**src/pkg/fast_tally_defines.svh**
```systemverilog
`ifndef FAST_TALLY_DEFINES_SVH
`define FAST_TALLY_DEFINES_SVH
// ==================================================
// register indices (byte address is four times the index)
`define IDX_STATUS 4'h0
`define IDX_PRESET 4'h1
`define IDX_ACCUM 4'h2
`define IDX_CMD 4'h3
`define IDX_CTRL 4'h4
`define IDX_LOWPRE 4'h5
`define IDX_SEED 4'h6
`define IDX_PATTERN 4'h7
`define IDX_INFO 4'h8
// ==================================================
// status word bit positions
`define B_UP_GATE 15
`define B_DOWN_GATE 14
`define B_TOP_HIT 13
`define B_WRAP_HIGH 12
`define B_WRAP_LOW 11
`define B_SYNC_REQ 10
`define B_AT_TOP 9
`define B_AT_FLOOR 8
`define B_C_WRAP_HIGH 7
`define B_C_WRAP_LOW 6
`define B_C_TOP_HIT 5
`define B_C_FLOOR_HIT 4
`define B_QUEUED 3
`define B_MISSED 2
`define B_ALLOWED 1
// flags software may clear by writing zero
`define CLEARABLE_MASK 16'h3804
// bits cleared on first configuration: 3..7, 14, 15
`define CFG_CLEAR_MASK 16'hC0F8
// cause flags 4..7
`define CAUSE_MASK 16'h00F0
// ==================================================
// command register bits
`define C_SETUP 0
`define C_ZERO 1
`define C_SEED 2
`define C_IRQ_ON 3
`define C_IRQ_OFF 4
`define C_SYNC 5
`define C_LIMITS 6
`define C_SERVICE 7
// ==================================================
// reset values and limits
`define STATUS_RESET 16'h0000
`define ACC_MAX 16'h7FFF
`define ACC_MIN 16'h8000
`define ZERO16 16'h0000
`endif

```
**src/pkg/fast_tally_pkg.sv**
```systemverilog
package fast_tally_pkg;
   // counting modes, codes one to eight
   typedef enum logic [3:0] {
      MODE_OFF = 4'h0,
      MODE_UP = 4'h1,
      MODE_UP_RH = 4'h2,
      MODE_PULSE_DIR = 4'h3,
      MODE_PULSE_DIR_RH = 4'h4,
      MODE_UP_DOWN = 4'h5,
      MODE_UP_DOWN_RH = 4'h6,
      MODE_ENCODER = 4'h7,
      MODE_ENCODER_RH = 4'h8
   } mode_e;

   // external count inputs: a, b, z (reset), hold
   typedef struct packed {
      logic a;
      logic b;
      logic z;
      logic hold;
   } pins_s;

   // whole state of the counter block
   typedef struct packed {
      pins_s sync1;
      pins_s sync2;
      pins_s sync3;
      logic [15:0] acc;
      logic [15:0] hw_preset;
      logic [15:0] img_acc;
      logic [15:0] img_preset;
      logic [15:0] low_preset;
      logic [15:0] seed;
      logic [15:0] pattern;
      logic [15:0] mask;
      logic [15:0] outs;
      logic [15:0] status;
      mode_e mode;
      logic enable;
      logic configured;
      logic cfg_err;
      logic [31:0] prdata;
      logic pslverr;
   } state_s;
endpackage : fast_tally_pkg

```
**src/core/fast_pulse_counter_status.sv**
```systemverilog
`timescale 1ns/1ps
`include "fast_tally_defines.svh"
// Functional notes
// accumulator counts external pulses independently of any software activity.
// element is status word, preset word and accumulated word.
// preset and accumulator are two's-complement signed 16-bit values.
// flags retentive; setup clears bits 3-7,14,15 and sets irq allowed.
// up gate flag follows counter enable in all modes.
// down gate flag follows counter enable in bidirectional modes.
// up modes latch top hit flag on reaching high preset.
// up modes set wrap high when preset reached with top hit set.
// bidirectional wrap from max positive to min negative sets wrap high.
// bidirectional wrap from min negative to max positive sets wrap low.
// sync request or enabled counter copies hardware into image accumulator.
// bidirectional at-top flag tracks accumulator at or above high preset.
// bidirectional at-floor flag tracks accumulator at or below low preset.
// overflow or underflow cause flag set clears other cause flags.
// high or low preset cause flag set clears other cause flags.
// queued flag set on interrupt, cleared by service, zero or seed.
// missed flag set when interrupt arrives while one is queued.
// irq allowed set by on, cleared by off; gates interrupts.
// zero command clears hardware and image accumulators.
// seed command loads value into hardware and image accumulators.
// setup applies configuration; counting only while enable is true.
// limits load takes presets and patterns; outputs update at presets. Here it takes only the high preset.
// up modes clear accumulator and reload preset when reached.
// hardware high preset outside 1..32767 rejected with error flag.
// eight modes: up, pulse-direction, up-down, encoder, each optional reset/hold.
// software writes to hardware-owned status flags are ignored. Before setup, at-top and at-floor still take the written value.
// external inputs synchronised, rising edges detected before use.
module fast_pulse_counter_status
   import fast_tally_pkg::*;
(
   input wire logic pclk, // bus clock, 125 MHz
   input wire logic presetn, // async reset, active low
   input wire logic psel, // apb select
   input wire logic penable, // apb access phase
   input wire logic pwrite, // apb direction
   input wire logic [11:0] paddr, // apb byte address
   input wire logic [31:0] pwdata, // apb write data
   output logic [31:0] prdata, // apb read data
   output logic pready, // apb ready
   output logic pslverr, // apb error
   input wire logic in_a, // count / up / encoder a
   input wire logic in_b, // direction / down / encoder b
   input wire logic in_z, // external reset / encoder z
   input wire logic in_hold, // hold level
   output logic [15:0] tally_out, // output pattern lines
   output logic irq_pending // queued interrupt level
);
   // ==================================================
   // helpers
   function automatic logic sge(input logic [15:0] x, input logic [15:0] y);
      sge = $signed(x) >= $signed(y);
   endfunction : sge
   function automatic logic preset_ok(input logic [15:0] v);
      preset_ok = $signed(v) >= $signed(16'h0001);
   endfunction : preset_ok
   state_s s;
   state_s n;
   logic up_mode;
   logic rh_mode;
   logic wr;
   logic rd_setup;
   logic [3:0] idx;
   logic addr_ok;
   logic [15:0] cmd;
   logic go_up;
   logic go_down;
   logic top_evt;
   logic floor_evt;
   logic ovf_evt;
   logic unf_evt;
   logic irq_evt;
   pins_s rise;
   logic top_now;
   logic floor_now;
   // ==================================================
   // bus decode
   always_comb begin
      idx = paddr[5:2];
      addr_ok = (paddr[11:6] == 6'h00) && (paddr[1:0] == 2'h0) && (idx <= `IDX_INFO);
      wr = psel && penable && pwrite && addr_ok;
      rd_setup = psel && !penable;
      cmd = (wr && idx == `IDX_CMD) ? pwdata[15:0] : 16'h0000;
      up_mode = (s.mode == MODE_UP) || (s.mode == MODE_UP_RH);
      rh_mode = (s.mode == MODE_UP_RH) || (s.mode == MODE_PULSE_DIR_RH) ||
         (s.mode == MODE_UP_DOWN_RH) || (s.mode == MODE_ENCODER_RH);
      rise = s.sync2 & ~s.sync3;
   end
   // ==================================================
   // next state
   always_comb begin
      n = s;
      go_up = 1'b0;
      go_down = 1'b0;
      top_evt = 1'b0;
      floor_evt = 1'b0;
      ovf_evt = 1'b0;
      unf_evt = 1'b0;
      irq_evt = 1'b0;
      top_now = 1'b0;
      floor_now = 1'b0;
      // two flops then an edge stage; stage one feeds only stage two
      n.sync1 = '{a: in_a, b: in_b, z: in_z, hold: in_hold};
      n.sync2 = s.sync1;
      n.sync3 = s.sync2;
      // register writes; image words only reach hardware on loads
      if (wr && idx == `IDX_STATUS) begin
         // only clearable flags take a written zero; hardware flags kept, except at-top and at-floor before setup
         n.status = s.status & ~(`CLEARABLE_MASK & ~pwdata[15:0]);
         if (pwdata[`B_SYNC_REQ]) begin
            n.img_acc = s.acc;
         end
         if (!s.configured) begin
            n.status[`B_AT_TOP] = pwdata[`B_AT_TOP];
            n.status[`B_AT_FLOOR] = pwdata[`B_AT_FLOOR];
         end
      end else if (wr && idx == `IDX_PRESET) begin
         n.img_preset = pwdata[15:0];
      end else if (wr && idx == `IDX_ACCUM) begin
         n.img_acc = pwdata[15:0];
      end else if (wr && idx == `IDX_CTRL) begin
         n.mode = mode_e'(pwdata[3:0]);
         n.enable = pwdata[4];
      end else if (wr && idx == `IDX_LOWPRE) begin
         n.low_preset = pwdata[15:0];
      end else if (wr && idx == `IDX_SEED) begin
         n.seed = pwdata[15:0];
      end else if (wr && idx == `IDX_PATTERN) begin
         n.pattern = pwdata[15:0];
         n.mask = pwdata[31:16];
      end
      // first configuration
      if (cmd[`C_SETUP]) begin
         n.configured = 1'b1;
         n.status = s.status & ~`CFG_CLEAR_MASK;
         n.status[`B_ALLOWED] = 1'b1;
         n.acc = s.img_acc;
         if (preset_ok(s.img_preset)) begin
            n.hw_preset = s.img_preset;
         end else begin
            n.cfg_err = 1'b1;
         end
      end
      if (cmd[`C_LIMITS]) begin
         // only the high preset is loaded, from its image word; pattern applies when written
         if (preset_ok(s.img_preset)) begin
            n.hw_preset = s.img_preset;
         end else begin
            n.cfg_err = 1'b1;
         end
      end
      if (cmd[`C_IRQ_ON]) begin
         n.status[`B_ALLOWED] = 1'b1;
      end
      if (cmd[`C_IRQ_OFF]) begin
         n.status[`B_ALLOWED] = 1'b0;
      end
      if (cmd[`C_SERVICE]) begin
         n.status[`B_QUEUED] = 1'b0;
      end
      // counting, only once configured and while enabled and not held
      if (s.configured && s.enable && !(rh_mode && s.sync2.hold)) begin
         case (s.mode)
            MODE_UP, MODE_UP_RH: go_up = rise.a;
            MODE_PULSE_DIR, MODE_PULSE_DIR_RH: begin
               go_up = rise.a && !s.sync2.b;
               go_down = rise.a && s.sync2.b;
            end
            MODE_UP_DOWN, MODE_UP_DOWN_RH: begin
               go_up = rise.a && !rise.b;
               go_down = rise.b && !rise.a;
            end
            MODE_ENCODER, MODE_ENCODER_RH: begin
               // x1 decode: direction from b at the a edge
               go_up = rise.a && !s.sync2.b;
               go_down = rise.a && s.sync2.b;
            end
            default: begin
               go_up = 1'b0;
               go_down = 1'b0;
            end
         endcase
      end
      if (go_up) begin
         n.acc = s.acc + 16'h0001;
         ovf_evt = !up_mode && (s.acc == `ACC_MAX);
      end else if (go_down) begin
         n.acc = s.acc - 16'h0001;
         unf_evt = (s.acc == `ACC_MIN);
      end
      if (s.configured && rh_mode && rise.z) begin
         n.acc = `ZERO16;
      end
      // zero and seed win over counting in the same cycle
      if (cmd[`C_ZERO] || cmd[`C_SEED]) begin
         n.acc = cmd[`C_SEED] ? s.seed : `ZERO16;
         n.img_acc = n.acc;
         n.status[`B_TOP_HIT] = 1'b0;
         n.status[`B_WRAP_HIGH] = 1'b0;
         n.status[`B_WRAP_LOW] = 1'b0;
         n.status[`B_QUEUED] = 1'b0;
         n.status[`B_MISSED] = 1'b0;
         if (preset_ok(s.img_preset)) begin
            n.hw_preset = s.img_preset;
         end else begin
            n.cfg_err = 1'b1;
         end
      end
      // preset reached and comparator flags
      if (s.configured && up_mode) begin
         if (sge(n.acc, n.hw_preset) && (n.acc != s.acc || n.hw_preset != s.hw_preset)) begin
            top_evt = 1'b1;
            n.acc = `ZERO16;
            n.img_acc = `ZERO16;
            if (preset_ok(s.img_preset)) begin
               n.hw_preset = s.img_preset;
            end
            if (s.status[`B_TOP_HIT]) begin
               n.status[`B_WRAP_HIGH] = 1'b1;
            end else begin
               n.status[`B_TOP_HIT] = 1'b1;
            end
         end
      end else if (s.configured) begin
         top_now = sge(n.acc, n.hw_preset);
         floor_now = sge(s.low_preset, n.acc);
         top_evt = top_now && !s.status[`B_AT_TOP];
         floor_evt = floor_now && !s.status[`B_AT_FLOOR];
         n.status[`B_AT_TOP] = top_now;
         n.status[`B_AT_FLOOR] = floor_now;
         if (ovf_evt) begin
            n.status[`B_WRAP_HIGH] = 1'b1;
         end
         if (unf_evt) begin
            n.status[`B_WRAP_LOW] = 1'b1;
         end
      end
      // up mode overflow is a repeated preset hit
      if (up_mode && top_evt && s.status[`B_TOP_HIT]) begin
         ovf_evt = 1'b1;
      end
      // cause flags: one at a time, overflow ranks first
      if (ovf_evt) begin
         n.status = (n.status & ~`CAUSE_MASK) | (16'h0001 << `B_C_WRAP_HIGH);
      end else if (unf_evt) begin
         n.status = (n.status & ~`CAUSE_MASK) | (16'h0001 << `B_C_WRAP_LOW);
      end else if (top_evt) begin
         n.status = (n.status & ~`CAUSE_MASK) | (16'h0001 << `B_C_TOP_HIT);
      end else if (floor_evt) begin
         n.status = (n.status & ~`CAUSE_MASK) | (16'h0001 << `B_C_FLOOR_HIT);
      end
      // preset hits drive outputs straight from pattern under mask
      if (top_evt || floor_evt) begin
         n.outs = (s.outs & ~s.mask) | (s.pattern & s.mask);
      end
      // interrupt queueing; a set in the clearing cycle wins
      irq_evt = (ovf_evt || unf_evt || top_evt || floor_evt) && s.status[`B_ALLOWED];
      if (irq_evt) begin
         if (s.status[`B_QUEUED]) begin
            n.status[`B_MISSED] = 1'b1;
         end
         n.status[`B_QUEUED] = 1'b1;
      end
      // gate flags and image refresh while running
      if (s.configured) begin
         n.status[`B_UP_GATE] = s.enable;
         n.status[`B_DOWN_GATE] = s.enable && !up_mode;
         if (s.enable || cmd[`C_SYNC]) begin
            n.img_acc = n.acc;
         end
      end
      if (up_mode) begin
         // reserved in up modes
         n.status[`B_WRAP_LOW] = 1'b0;
         n.status[`B_AT_TOP] = 1'b0;
         n.status[`B_AT_FLOOR] = 1'b0;
      end else begin
         n.status[`B_TOP_HIT] = 1'b0;
      end
      n.status[`B_SYNC_REQ] = 1'b0;
      n.status[0] = 1'b0;
      // read data captured in setup so the access phase needs no wait
      if (rd_setup) begin
         n.pslverr = !addr_ok;
         n.prdata = 32'h0000_0000;
         if (idx == `IDX_STATUS) begin
            n.prdata[15:0] = s.status;
         end else if (idx == `IDX_PRESET) begin
            n.prdata[15:0] = s.img_preset;
         end else if (idx == `IDX_ACCUM) begin
            n.prdata[15:0] = s.img_acc;
         end else if (idx == `IDX_CTRL) begin
            n.prdata[4:0] = {s.enable, s.mode};
         end else if (idx == `IDX_LOWPRE) begin
            n.prdata[15:0] = s.low_preset;
         end else if (idx == `IDX_SEED) begin
            n.prdata[15:0] = s.seed;
         end else if (idx == `IDX_PATTERN) begin
            n.prdata = {s.mask, s.pattern};
         end else if (idx == `IDX_INFO) begin
            n.prdata[15:0] = s.acc;
            n.prdata[17:16] = {s.cfg_err, s.configured};
         end
      end
   end
   // ==================================================
   // state register
   always_ff @(posedge pclk or negedge presetn) begin
      if (!presetn) begin
         s <= '0;
         s.status <= `STATUS_RESET;
         s.hw_preset <= `ACC_MAX;
      end else begin
         s <= n;
      end
   end
   // ==================================================
   // outputs
   assign prdata = s.prdata;
   assign pready = 1'b1;
   assign pslverr = s.pslverr && psel && penable;
   assign tally_out = s.outs;
   assign irq_pending = s.status[`B_QUEUED];
   // ==================================================
   // checks
   property p_setup_flags;
      @(posedge pclk) disable iff (!presetn)
      cmd[`C_SETUP] && !irq_evt |=> s.status[`B_ALLOWED] && !s.status[`B_QUEUED];
   endproperty
   a_setup_flags: assert property (p_setup_flags) else $error("setup flags wrong");
   property p_up_gate;
      @(posedge pclk) disable iff (!presetn)
      s.configured && $stable(s.enable) |=> s.status[`B_UP_GATE] == $past(s.enable);
   endproperty
   a_up_gate: assert property (p_up_gate) else $error("up gate not following enable");
   property p_wrap_high;
      @(posedge pclk) disable iff (!presetn)
      go_up && !up_mode && s.acc == `ACC_MAX && !cmd[`C_ZERO] && !cmd[`C_SEED]
         |=> s.acc == `ACC_MIN && s.status[`B_WRAP_HIGH] && s.status[`B_C_WRAP_HIGH];
   endproperty
   a_wrap_high: assert property (p_wrap_high) else $error("overflow not flagged");
   property p_wrap_low;
      @(posedge pclk) disable iff (!presetn)
      go_down && s.acc == `ACC_MIN && !cmd[`C_ZERO] && !cmd[`C_SEED] && !rise.z
         |=> s.acc == `ACC_MAX && s.status[`B_WRAP_LOW];
   endproperty
   a_wrap_low: assert property (p_wrap_low) else $error("underflow not flagged");
   property p_zero;
      @(posedge pclk) disable iff (!presetn)
      cmd[`C_ZERO] && !cmd[`C_SEED] |=> s.acc == `ZERO16 && s.img_acc == `ZERO16;
   endproperty
   a_zero: assert property (p_zero) else $error("zero command missed");
   property p_seed;
      @(posedge pclk) disable iff (!presetn)
      cmd[`C_SEED] && !up_mode |=> s.acc == $past(s.seed) && s.img_acc == $past(s.seed);
   endproperty
   a_seed: assert property (p_seed) else $error("seed command missed");
   property p_missed;
      @(posedge pclk) disable iff (!presetn)
      irq_evt && s.status[`B_QUEUED] |=> s.status[`B_MISSED] && s.status[`B_QUEUED];
   endproperty
   a_missed: assert property (p_missed) else $error("lost interrupt not flagged");

   property p_one_cause;
      @(posedge pclk) disable iff (!presetn)
      irq_evt |=> $onehot(s.status & `CAUSE_MASK);
   endproperty
   a_one_cause: assert property (p_one_cause) else $error("cause flags not exclusive");

   property p_no_irq_disallowed;
      @(posedge pclk) disable iff (!presetn)
      !s.status[`B_ALLOWED] && !s.status[`B_QUEUED] && !cmd[`C_IRQ_ON] && !cmd[`C_SETUP]
         |=> !s.status[`B_QUEUED];
   endproperty
   a_no_irq_disallowed: assert property (p_no_irq_disallowed) else $error("irq while off");

   property p_stop;
      @(posedge pclk) disable iff (!presetn)
      !s.enable && !cmd[`C_ZERO] && !cmd[`C_SEED] && !cmd[`C_SETUP] && !rise.z
         |=> s.acc == $past(s.acc);
   endproperty
   a_stop: assert property (p_stop) else $error("counted while disabled");

   property p_bad_preset;
      @(posedge pclk) disable iff (!presetn)
      cmd[`C_LIMITS] && !preset_ok(s.img_preset) |=> s.cfg_err;
   endproperty
   a_bad_preset: assert property (p_bad_preset) else $error("bad preset accepted");

   c_up_hit: cover property (@(posedge pclk) disable iff (!presetn) up_mode && top_evt);
   c_overflow: cover property (@(posedge pclk) disable iff (!presetn) ovf_evt && !up_mode);
   c_missed: cover property (@(posedge pclk) disable iff (!presetn) irq_evt && irq_pending);
   c_floor: cover property (@(posedge pclk) disable iff (!presetn) floor_evt);
endmodule : fast_pulse_counter_status

```
**config.mk**
```make
export PLATFORM = sky130hd
export DESIGN_NAME = fast_pulse_counter_status
export DESIGN_NICKNAME = d
export VERILOG_FILES = /design/src/pkg/fast_tally_pkg.sv /design/src/core/fast_pulse_counter_status.sv
export VERILOG_INCLUDE_DIRS = /design/src /design/src/pkg
export SDC_FILE = /design/constraint.sdc
export NUM_CORES = 1
export LEC_CHECK = 0
export BUFFER_PORTS_ARGS = -buffer_cell sky130_fd_sc_hd__buf_2
export CAP_MARGIN = 20
export CORE_MARGIN = 4
export CORE_UTILIZATION = 52
export DETAILED_ROUTE_END_ITERATION = 8
export HOLD_SLACK_MARGIN = 0.08
export PLACE_DENSITY = 0.67
export RECOVER_POWER = 100
export SETUP_SLACK_MARGIN = 0.5
export SLEW_MARGIN = 20
export SYNTH_ARGS = -nofsm -noshare
export SYNTH_HDL_FRONTEND = slang
export SYNTH_SLANG_ARGS = --single-unit
```
**constraint.sdc**
```tcl
create_clock -name pclk -period 7.15 [get_ports pclk]
set_input_delay 1.0725 -clock pclk [delete_from_list [all_inputs] [get_ports pclk]]
set_output_delay 1.0725 -clock pclk [all_outputs]
set_load 0.01 [all_outputs]
```
==> reports/summary.json, run 1 <==
{
  "run_status": "finished, violations left",
  "violations": "max-capacitance violations, max-slew violations",
  "initial_core_utilization_pct": 52.6,
  "synth_cells": 1405,
  "critPathMaxStageDelay_ns": 0.76,
  "final_period_minus_worst_setup_slack_ns": 6.71,
  "number_of_antenna_violations_at_the_first_check_in_global_routing": 1,
  "finalCoreUtilization_pct": 57.9,
  "drt_first_pass_iters": 6,
  "die_w_um": 165,
  "post_cts_buffers": 0,
  "tritoncts": "done",
  "clock_sinks": 209,
  "nets": 1524,
  "synth_top_area_share_pct": 38.1,
  "worst_clock_skew_ns": 0.0186,
  "routed_wire_length_per_instance_um": 25.9,
  "critical-path-top-cell-by-count": "nor2_1",
  "powerDensity_nw_per_um2": 183,
  "place.gp.congestion": 1.05,
  "critical_path.top_delay_family": "compound AO/OA/AOI/OAI gates",
  "drv_slew": 296,
  "dr_total_vias": 11800,
  "ys_ff_latch": 209,
  "synth_seq_area_share_pct": 41.2,
  "cell_at_the_root_of_the_clock_tree": "clkbuf_16",
  "insertion_delay_ns": 0.53,
  "cts-htree-levels": 1,
  "iteration_0_drc_markers": 1548,
  "route.detailed.drc": 0,
  "path_clk_slew_ns": 0.06,
  "post-synth-top-count-cell": "dfrtp_1",
  "max-clock-path-buffers": 3,
  "timing.max_cap.violations": 6,
  "sum_of_negative_setup_slack_ns": 0,
  "holdCritPathClass": "reg2reg",
  "synth_to_layout_area_growth_pct": 10.0,
  "die_area_um2": 27100,
  "cp_slowest_cell": "clkbuf_1",
  "ctsHoldBuffers": 0,
  "remaining_max_slew_budget_at_the_tightest_pin_pct": -139,
  "synth_fp_nets": 1493,
  "syn_area_um2": 12800,
  "p_leak_nw": 6.49,
  "worst-setup-path-type": "in2reg",
  "max_clock_freq_ghz": 0.149,
  "crit_chain": "buf_2 -> or4_1 -> nor4_4 -> clkbuf_1 -> a21o_1 -> o31ai_1 -> a21oi_1 -> clkbuf_1 -> inv_1 -> ha_1 -> and4_1 -> nand3_1 -> nor2_1 -> nor2_1 -> a21boi_0 -> o311ai_0 -> nor2_1 -> o21a_4 -> buf_4 -> a21oi_1 -> a21boi_0",
  "setup_viol": 0,
  "worstSetupStartpointType": "primary input",
  "endpoint_kind": "flip-flop",
  "synthTopCellsByCount": "dfrtp_1 (194), nand2_1 (145), nor2_1 (103)",
  "multi_input_area_um2": 6620,
  "core_area_um2": 24200,
  "postSynth.topFlopCell": "dfrtp_1",
  "synth_cell_type_count": 74,
  "hpwlAfterDp_mm": 33.3,
  "critPathBufInv": 5,
  "synth_area_leaders": "dfrtp_1 (38%), mux2_2 (6.4%), nand2_1 (4.3%), o21ai_0 (3.7%), ha_1 (3.4%)",
  "max-vdd-ir-drop_mv": 0.173,
  "synthesis.yosys.warnings": 0,
  "fill_cells": 2206,
  "finalHoldViolations": 0,
  "fp.dieH_um": 165,
  "io-pin-count": 104,
  "grt_max_degree": 145,
  "io_buffer_count": 102,
  "worst-path-max-fanout": 34,
  "syn_area_per_cell_um2": 9.08,
  "worstMarginPinSlew_ns": 3.58,
  "totalWireLength_mm": 46.1,
  "final_cycle_share_pct": 93.9,
  "rows": 57,
  "numCtsBuffers": 24,
  "first_global_vias": 11400,
  "worstPathArrival_ns": 7.08,
  "globalRouteTotalUtil_pct": 33.8,
  "route.detailed.vias_per_inst": 6.61,
  "regArea_um2": 5250,
  "reg2reg_setup_slack_ns": 0.92,
  "post_route_cells_drive_above_1_share_pct": 15.8,
  "final_antenna_net_count": 0,
  "timing.critical_path.required_ns": 7.52,
  "grt_first_pass_wirelength_mm": 70.0,
  "grt_setup_unrepaired": "false",
  "ys_async_sr_fraction_pct": 100,
  "grt-ovfl-total": 0,
  "number_of_enable_flip_flop_cells_after_synthesis": 0,
  "synth_top_cell_by_area": "dfrtp_1"
}
==> layout make-up <==
type                    count  area share (%)
multi-input cells        1000            47.1
flip-flops and latches    209            37.4
repair buffers            149            5.43
clock buffers              39            5.19
well taps                 324            2.89
inverters                  52            1.39
clock inverters             5           0.535
diodes                      1          0.0178
==> per-stage QoR <==
step	instance area (um^2)	std cells	worst slack, ns	hold WS (ns)	total power, mW
finish	14000	1779	0.436	0.347	2.57
global route	14000	1779	0.291	0.361	2.65
CTS	14100	1777	0.680	0.351	2.59
detailed placement	13300	1733	0.307	0.338	1.34
global placement	13300	1733	0.394	0.334	1.34
floorplan	12800	1405	1.29	0.331	1.27
==> state kept, by name (all words and copies together), names as in the netlist, named ones only <==
signal and cells:
s 152, prdata 32, n 8, irq_pending 1
==> final timing paths <==
kind                            cells after the start         to      from
min in group asynchronous                           1  prdata[5]   presetn
worst min register to register                      0     n[200]    n[204]
worst max register to register                     24     s[172]     s[38]
worst max-delay path                               21      s[46]  paddr[7]
max in group asynchronous                           2     s[116]   presetn
worst min-delay path                                0     n[200]    n[204]
==> power by group <==
group	internal [mW]	switching, mW	total (mW)
sequential	1.20	0.00910	1.21
combinational	0.0288	0.0861	0.115
clock	0.765	0.486	1.25
total	1.99	0.581	2.57
==> cells by family after synthesis <==
kind of cell    after synthesis  share of synthesized area [%]
fa+ha+maj                    35                           3.43
compound gates              382                           19.9
flops                       209                           41.2
other cells                   1                         0.0294
mux                         106                           9.19
xor+xnor                     29                           1.99
simple gates                447                           17.0
buf+inv                     196                           7.31
==> worst reg2reg max path: cells and delay by family (launching register included) <==
kind                       cells  cell delay, ns
DFF                            1            0.50
adders and majority gates      1            0.19
and+or+nand+nor                7            1.30
AOI/OAI and AO/OA             12            3.25
muxes                          1            0.22
buffers and inverters          3            0.68
==> routing by layer <==
metal | track usage [%] | part of all wire (%) | vias up
met5 | 0 | 0 | -
met4 | 16.8 | 5.9 | 0
met3 | 4.59 | 9.3 | 160
met2 | 54.0 | 45 | 704
met1 | 45.2 | 39 | 5715
li1 | - | - | 5182
==> what timing repair did <==
item / 4_1_cts / 5_1_grt
endpoints found under the setup margin: 0 / 16
hold endpoints to repair: 0 / 0
resized for setup: 0 / 3
==> placed cells by master, fill, tap and decap left out, types with 8 or more instances in the layout <==
cell type,n
a31oi_1,16
nand2_1,145
or4_1,11
xor2_1,11
a221oi_1,18
xnor2_1,18
buf_2,50
nand3_1,36
o221ai_1,14
buf_4,37
o31ai_1,20
clkbuf_16,25
nand2b_1,9
dfstp_2,15
mux2i_1,17
dfrtp_1,194
mux2_1,17
a21o_1,13
inv_1,52
or3_1,11
and3_1,10
nor2_1,101
a211oi_1,24
a22oi_1,31
a21oi_1,71
o21ai_0,96
ha_1,35
mux2_2,72
clkbuf_1,70
a222oi_1,8
o22ai_1,12
nor3_1,32
nor2b_1,15
nand4_1,17
nor4_1,23
(Power assumes the default switching activity.)
==> run 2: changes to the inputs <==
CORE_MARGIN = 2   (was 4)
==> reports/summary.json, run 2 (synthesis gave the netlist of run 1 again) <==
{
  "hpwlAfterDp": {"value": 32.8, "unit": "mm", "change": "was 33.3 mm"},
  "finalHoldViolations": {"value": 0, "change": "unchanged"},
  "worstMarginPinSlew": {"value": 4.17, "unit": "ns", "change": "was 3.58 ns"},
  "die_w": {"value": 161, "unit": "um", "change": "was 165 um"},
  "synth_to_layout_area_growth": {"value": 10.2, "unit": "%", "change": "was 10.0%"},
  "layout.cells.non_filler": {"value": 1780, "change": "was 1,779"},
  "worstSetupStartpointType": {"value": "primary input", "change": "unchanged"},
  "worst_clock_skew": {"value": 0.0172, "unit": "ns", "change": "was 0.0186 ns"},
  "dr_total_vias": {"value": 11700, "change": "was 11,800"},
  "worstPathArrival": {"value": 6.93, "unit": "ns", "change": "was 7.08 ns"},
  "final_period_minus_worst_setup_slack": {"value": 6.53, "unit": "ns", "change": "was 6.71 ns"},
  "clock_sinks": {"value": 209, "change": "unchanged"},
  "first_global_vias": {"value": 11100, "change": "was 11,400"},
  "rows": {"value": 57, "change": "unchanged"},
  "drv_slew": {"value": 177, "change": "was 296"},
  "fill_cells": {"value": 2209, "change": "was 2,206"},
  "run_status": {"value": "finished, violations left", "change": "unchanged"},
  "remaining_max_slew_budget_at_the_tightest_pin": {"value": -178, "unit": "%", "change": "was -139%"},
  "max-vdd-ir-drop": {"value": 0.189, "unit": "mV", "change": "was 0.173 mV"},
  "grt-ovfl-total": {"value": 0, "change": "unchanged"},
  "grt_setup_unrepaired": {"value": "false", "change": "unchanged"},
  "number_of_antenna_violations_at_the_first_check_in_global_routing": {"value": 2, "change": "was 1"},
  "holdCritPathClass": {"value": "reg2reg", "change": "unchanged"},
  "path_clk_slew": {"value": 0.06, "unit": "ns", "change": "about the same"},
  "critical-path-top-cell-by-count": {"value": "o21ai_0", "change": "was nor2_1"},
  "grt_max_degree": {"value": 135, "change": "was 145"},
  "violations": {"value": "max-capacitance violations, max-slew violations", "change": "unchanged"},
  "numCtsBuffers": {"value": 24, "change": "unchanged"},
  "route.detailed.drc": {"value": 0, "change": "unchanged"},
  "io_buffer_count": {"value": 102, "change": "unchanged"},
  "post_route_cells_drive_above_1_share": {"value": 16.0, "unit": "%", "change": "was 15.8%"},
  "cell_at_the_root_of_the_clock_tree": {"value": "clkbuf_16", "change": "unchanged"},
  "die_area": {"value": 25800, "unit": "um^2", "change": "was 27,100 um^2"},
  "fp.dieH": {"value": 161, "unit": "um", "change": "was 165 um"},
  "iteration_0_drc_markers": {"value": 1683, "change": "was 1,548"},
  "globalRouteTotalUtil": {"value": 34.4, "unit": "%", "change": "was 33.8%"},
  "crit_chain": {"value": "buf_2 -> or4_1 -> nor4_4 -> clkbuf_1 -> nand3_1 -> a211oi_1 -> o21ai_0 -> and2_1 -> ha_1 -> nor2b_1 -> o21ai_0 -> nand2b_1 -> a21oi_1 -> o21ai_0 -> a2111oi_0 -> buf_4 -> o41ai_1 -> and3_1 -> buf_4 -> o31ai_1 -> mux2_1", "change": "was buf_2 -> or4_1 -> nor4_4 -> clkbuf_1 -> a21o_1 -> o31ai_1 -> a21oi_1 -> clkbuf_1 -> inv_1 -> ha_1 -> and4_1 -> nand3_1 -> nor2_1 -> nor2_1 -> a21boi_0 -> o311ai_0 -> nor2_1 -> o21a_4 -> buf_4 -> a21oi_1 -> a21boi_0"},
  "final_cycle_share": {"value": 91.4, "unit": "%", "change": "was 93.9%"},
  "final_cell_mix": {"value": "dfrtp_1 (194), nand2_1 (146), nor2_1 (102), o21ai_0 (96), mux2_2 (73)", "change": "was dfrtp_1 (194), nand2_1 (145), nor2_1 (101), o21ai_0 (96), mux2_2 (72)"},
  "cts-htree-levels": {"value": 1, "change": "unchanged"},
  "routed_wire_length_per_instance": {"value": 25.3, "unit": "um", "change": "was 25.9 um"},
  "powerDensity": {"value": 183, "unit": "nW/um^2", "change": "about the same"},
  "cp_slowest_cell": {"value": "a2111oi_0", "change": "was clkbuf_1"},
  "max-clock-path-buffers": {"value": 3, "change": "unchanged"},
  "drt_first_pass_iters": {"value": 6, "change": "unchanged"},
  "tritoncts": {"value": "done", "change": "unchanged"},
  "io-pin-count": {"value": 104, "change": "unchanged"},
  "grt_first_pass_wirelength": {"value": 67.8, "unit": "mm", "change": "was 70.0 mm"},
  "insertion_delay": {"value": 0.53, "unit": "ns", "change": "about the same"},
  "route.detailed.vias_per_inst": {"value": 6.60, "change": "was 6.61"},
  "setup_viol": {"value": 0, "change": "unchanged"},
  "initial_core_utilization": {"value": 52.8, "unit": "%", "change": "was 52.6%"},
  "worst-setup-path-type": {"value": "in2reg", "change": "unchanged"},
  "largest-register": {"value": "s", "change": "unchanged"},
  "core_area": {"value": 24200, "unit": "um^2", "change": "about the same"},
  "sum_of_negative_setup_slack": {"value": 0, "unit": "ns", "change": "unchanged"},
  "endpoint_kind": {"value": "flip-flop", "change": "unchanged"},
  "timing.max_cap.violations": {"value": 3, "change": "was 6"},
  "nets": {"value": 1525, "change": "was 1,524"},
  "place.gp.congestion": {"value": 0.963, "change": "was 1.05"},
  "max_clock_freq": {"value": 0.153, "unit": "GHz", "change": "was 0.149 GHz"},
  "p_leak": {"value": 6.50, "unit": "nW", "change": "was 6.49 nW"},
  "worst-path-max-fanout": {"value": 21, "change": "was 34"},
  "critPathMaxStageDelay": {"value": 0.80, "unit": "ns", "change": "was 0.76 ns"},
  "final_antenna_net_count": {"value": 0, "change": "unchanged"},
  "timing.critical_path.required": {"value": 7.55, "unit": "ns", "change": "was 7.52 ns"},
  "sum_of_internal_switching_and_leakage_power": {"value": 2.57, "unit": "mW", "change": "about the same"},
  "dpl.cell_count": {"value": 1734, "change": "was 1,733"},
  "largest_reg_flops": {"value": 152, "change": "unchanged"},
  "totalWireLength": {"value": 45.1, "unit": "mm", "change": "was 46.1 mm"},
  "final_common_cell": {"value": "dfrtp_1", "change": "unchanged"}
}
==> run 2: final cells by class <==
type / instances / area, um^2 / share of cell area [%]
antenna: 1 / 2.50 / 0.0178
clock buffer: 39 / 748 / 5.33
clock inverter: 5 / 57.6 / 0.410
inverter: 52 / 195 / 1.39
multi-input combinational: 1000 / 6600 / 47.0
sequential: 209 / 5250 / 37.4
tap: 324 / 405 / 2.89
timing repair buffer: 150 / 791 / 5.63
==> run 2: timing repair <==
item                                    in CTS  in global routing
hold buffers                                 0                  0
setup buffers                                0                  0
resized for setup                            0                  3
endpoints found under the setup margin       0                 59
==> run 2: worst max-delay path: cells and delay by family <==
family,cells,cell delay [ns]
and+or+nand+nor,7,1.86
muxes,1,0.36
AOI/OAI and AO/OA,8,2.13
adders and majority gates,1,0.31
buffers and inverters,4,1.16
==> run 2: through the flow <==
step                util (%)  cell area (um^2)  hold WS (ns)  setup slack (ns)
detailed placement      55.2             13300         0.340             0.375
CTS                     58.5             14100         0.355             0.762
finish                  58.1             14000         0.351             0.618
global placement        55.2             13300         0.332             0.475
global route            58.1             14000         0.356             0.279
floorplan                  -             12800         0.331              1.29
==> run 2: path summary, 6_finish.rpt <==
kind / slack, ns / startpoint / endpoint / cells after the start
min in group asynchronous: 2.00 / presetn / s[0] / 1
worst min register to register: 0.35 / n[207] / n[203] / 0
worst max register to register: 0.87 / s[38] / flip-flop / 19
worst min-delay path: 0.35 / n[207] / n[203] / 0
worst max-delay path: 0.62 / paddr[7] / flip-flop / 21
max in group asynchronous: 1.68 / presetn / n[200] / 2
==> run 2: per-layer routing <==
| metal | routed length (um) | share of wire (%) | up-vias | track usage, % |
|---|---|---|---|---|
| li1 | - | - | 5173 | - |
| met1 | 18800 | 42 | 5729 | 48.8 |
| met2 | 19700 | 44 | 720 | 51.9 |
| met3 | 4570 | 10 | 122 | 6.56 |
| met4 | 2010 | 4.5 | 0 | 14.5 |
| met5 | 0 | 0 | - | 0 |
==> run 2: where the power goes <==
group	switching, mW	leakage [nW]	internal (mW)	total (mW)
combinational	0.0838	3.45	0.0304	0.114
sequential	0.00839	2.66	1.20	1.21
clock	0.501	0.397	0.751	1.25
total	0.593	6.50	1.98	2.57
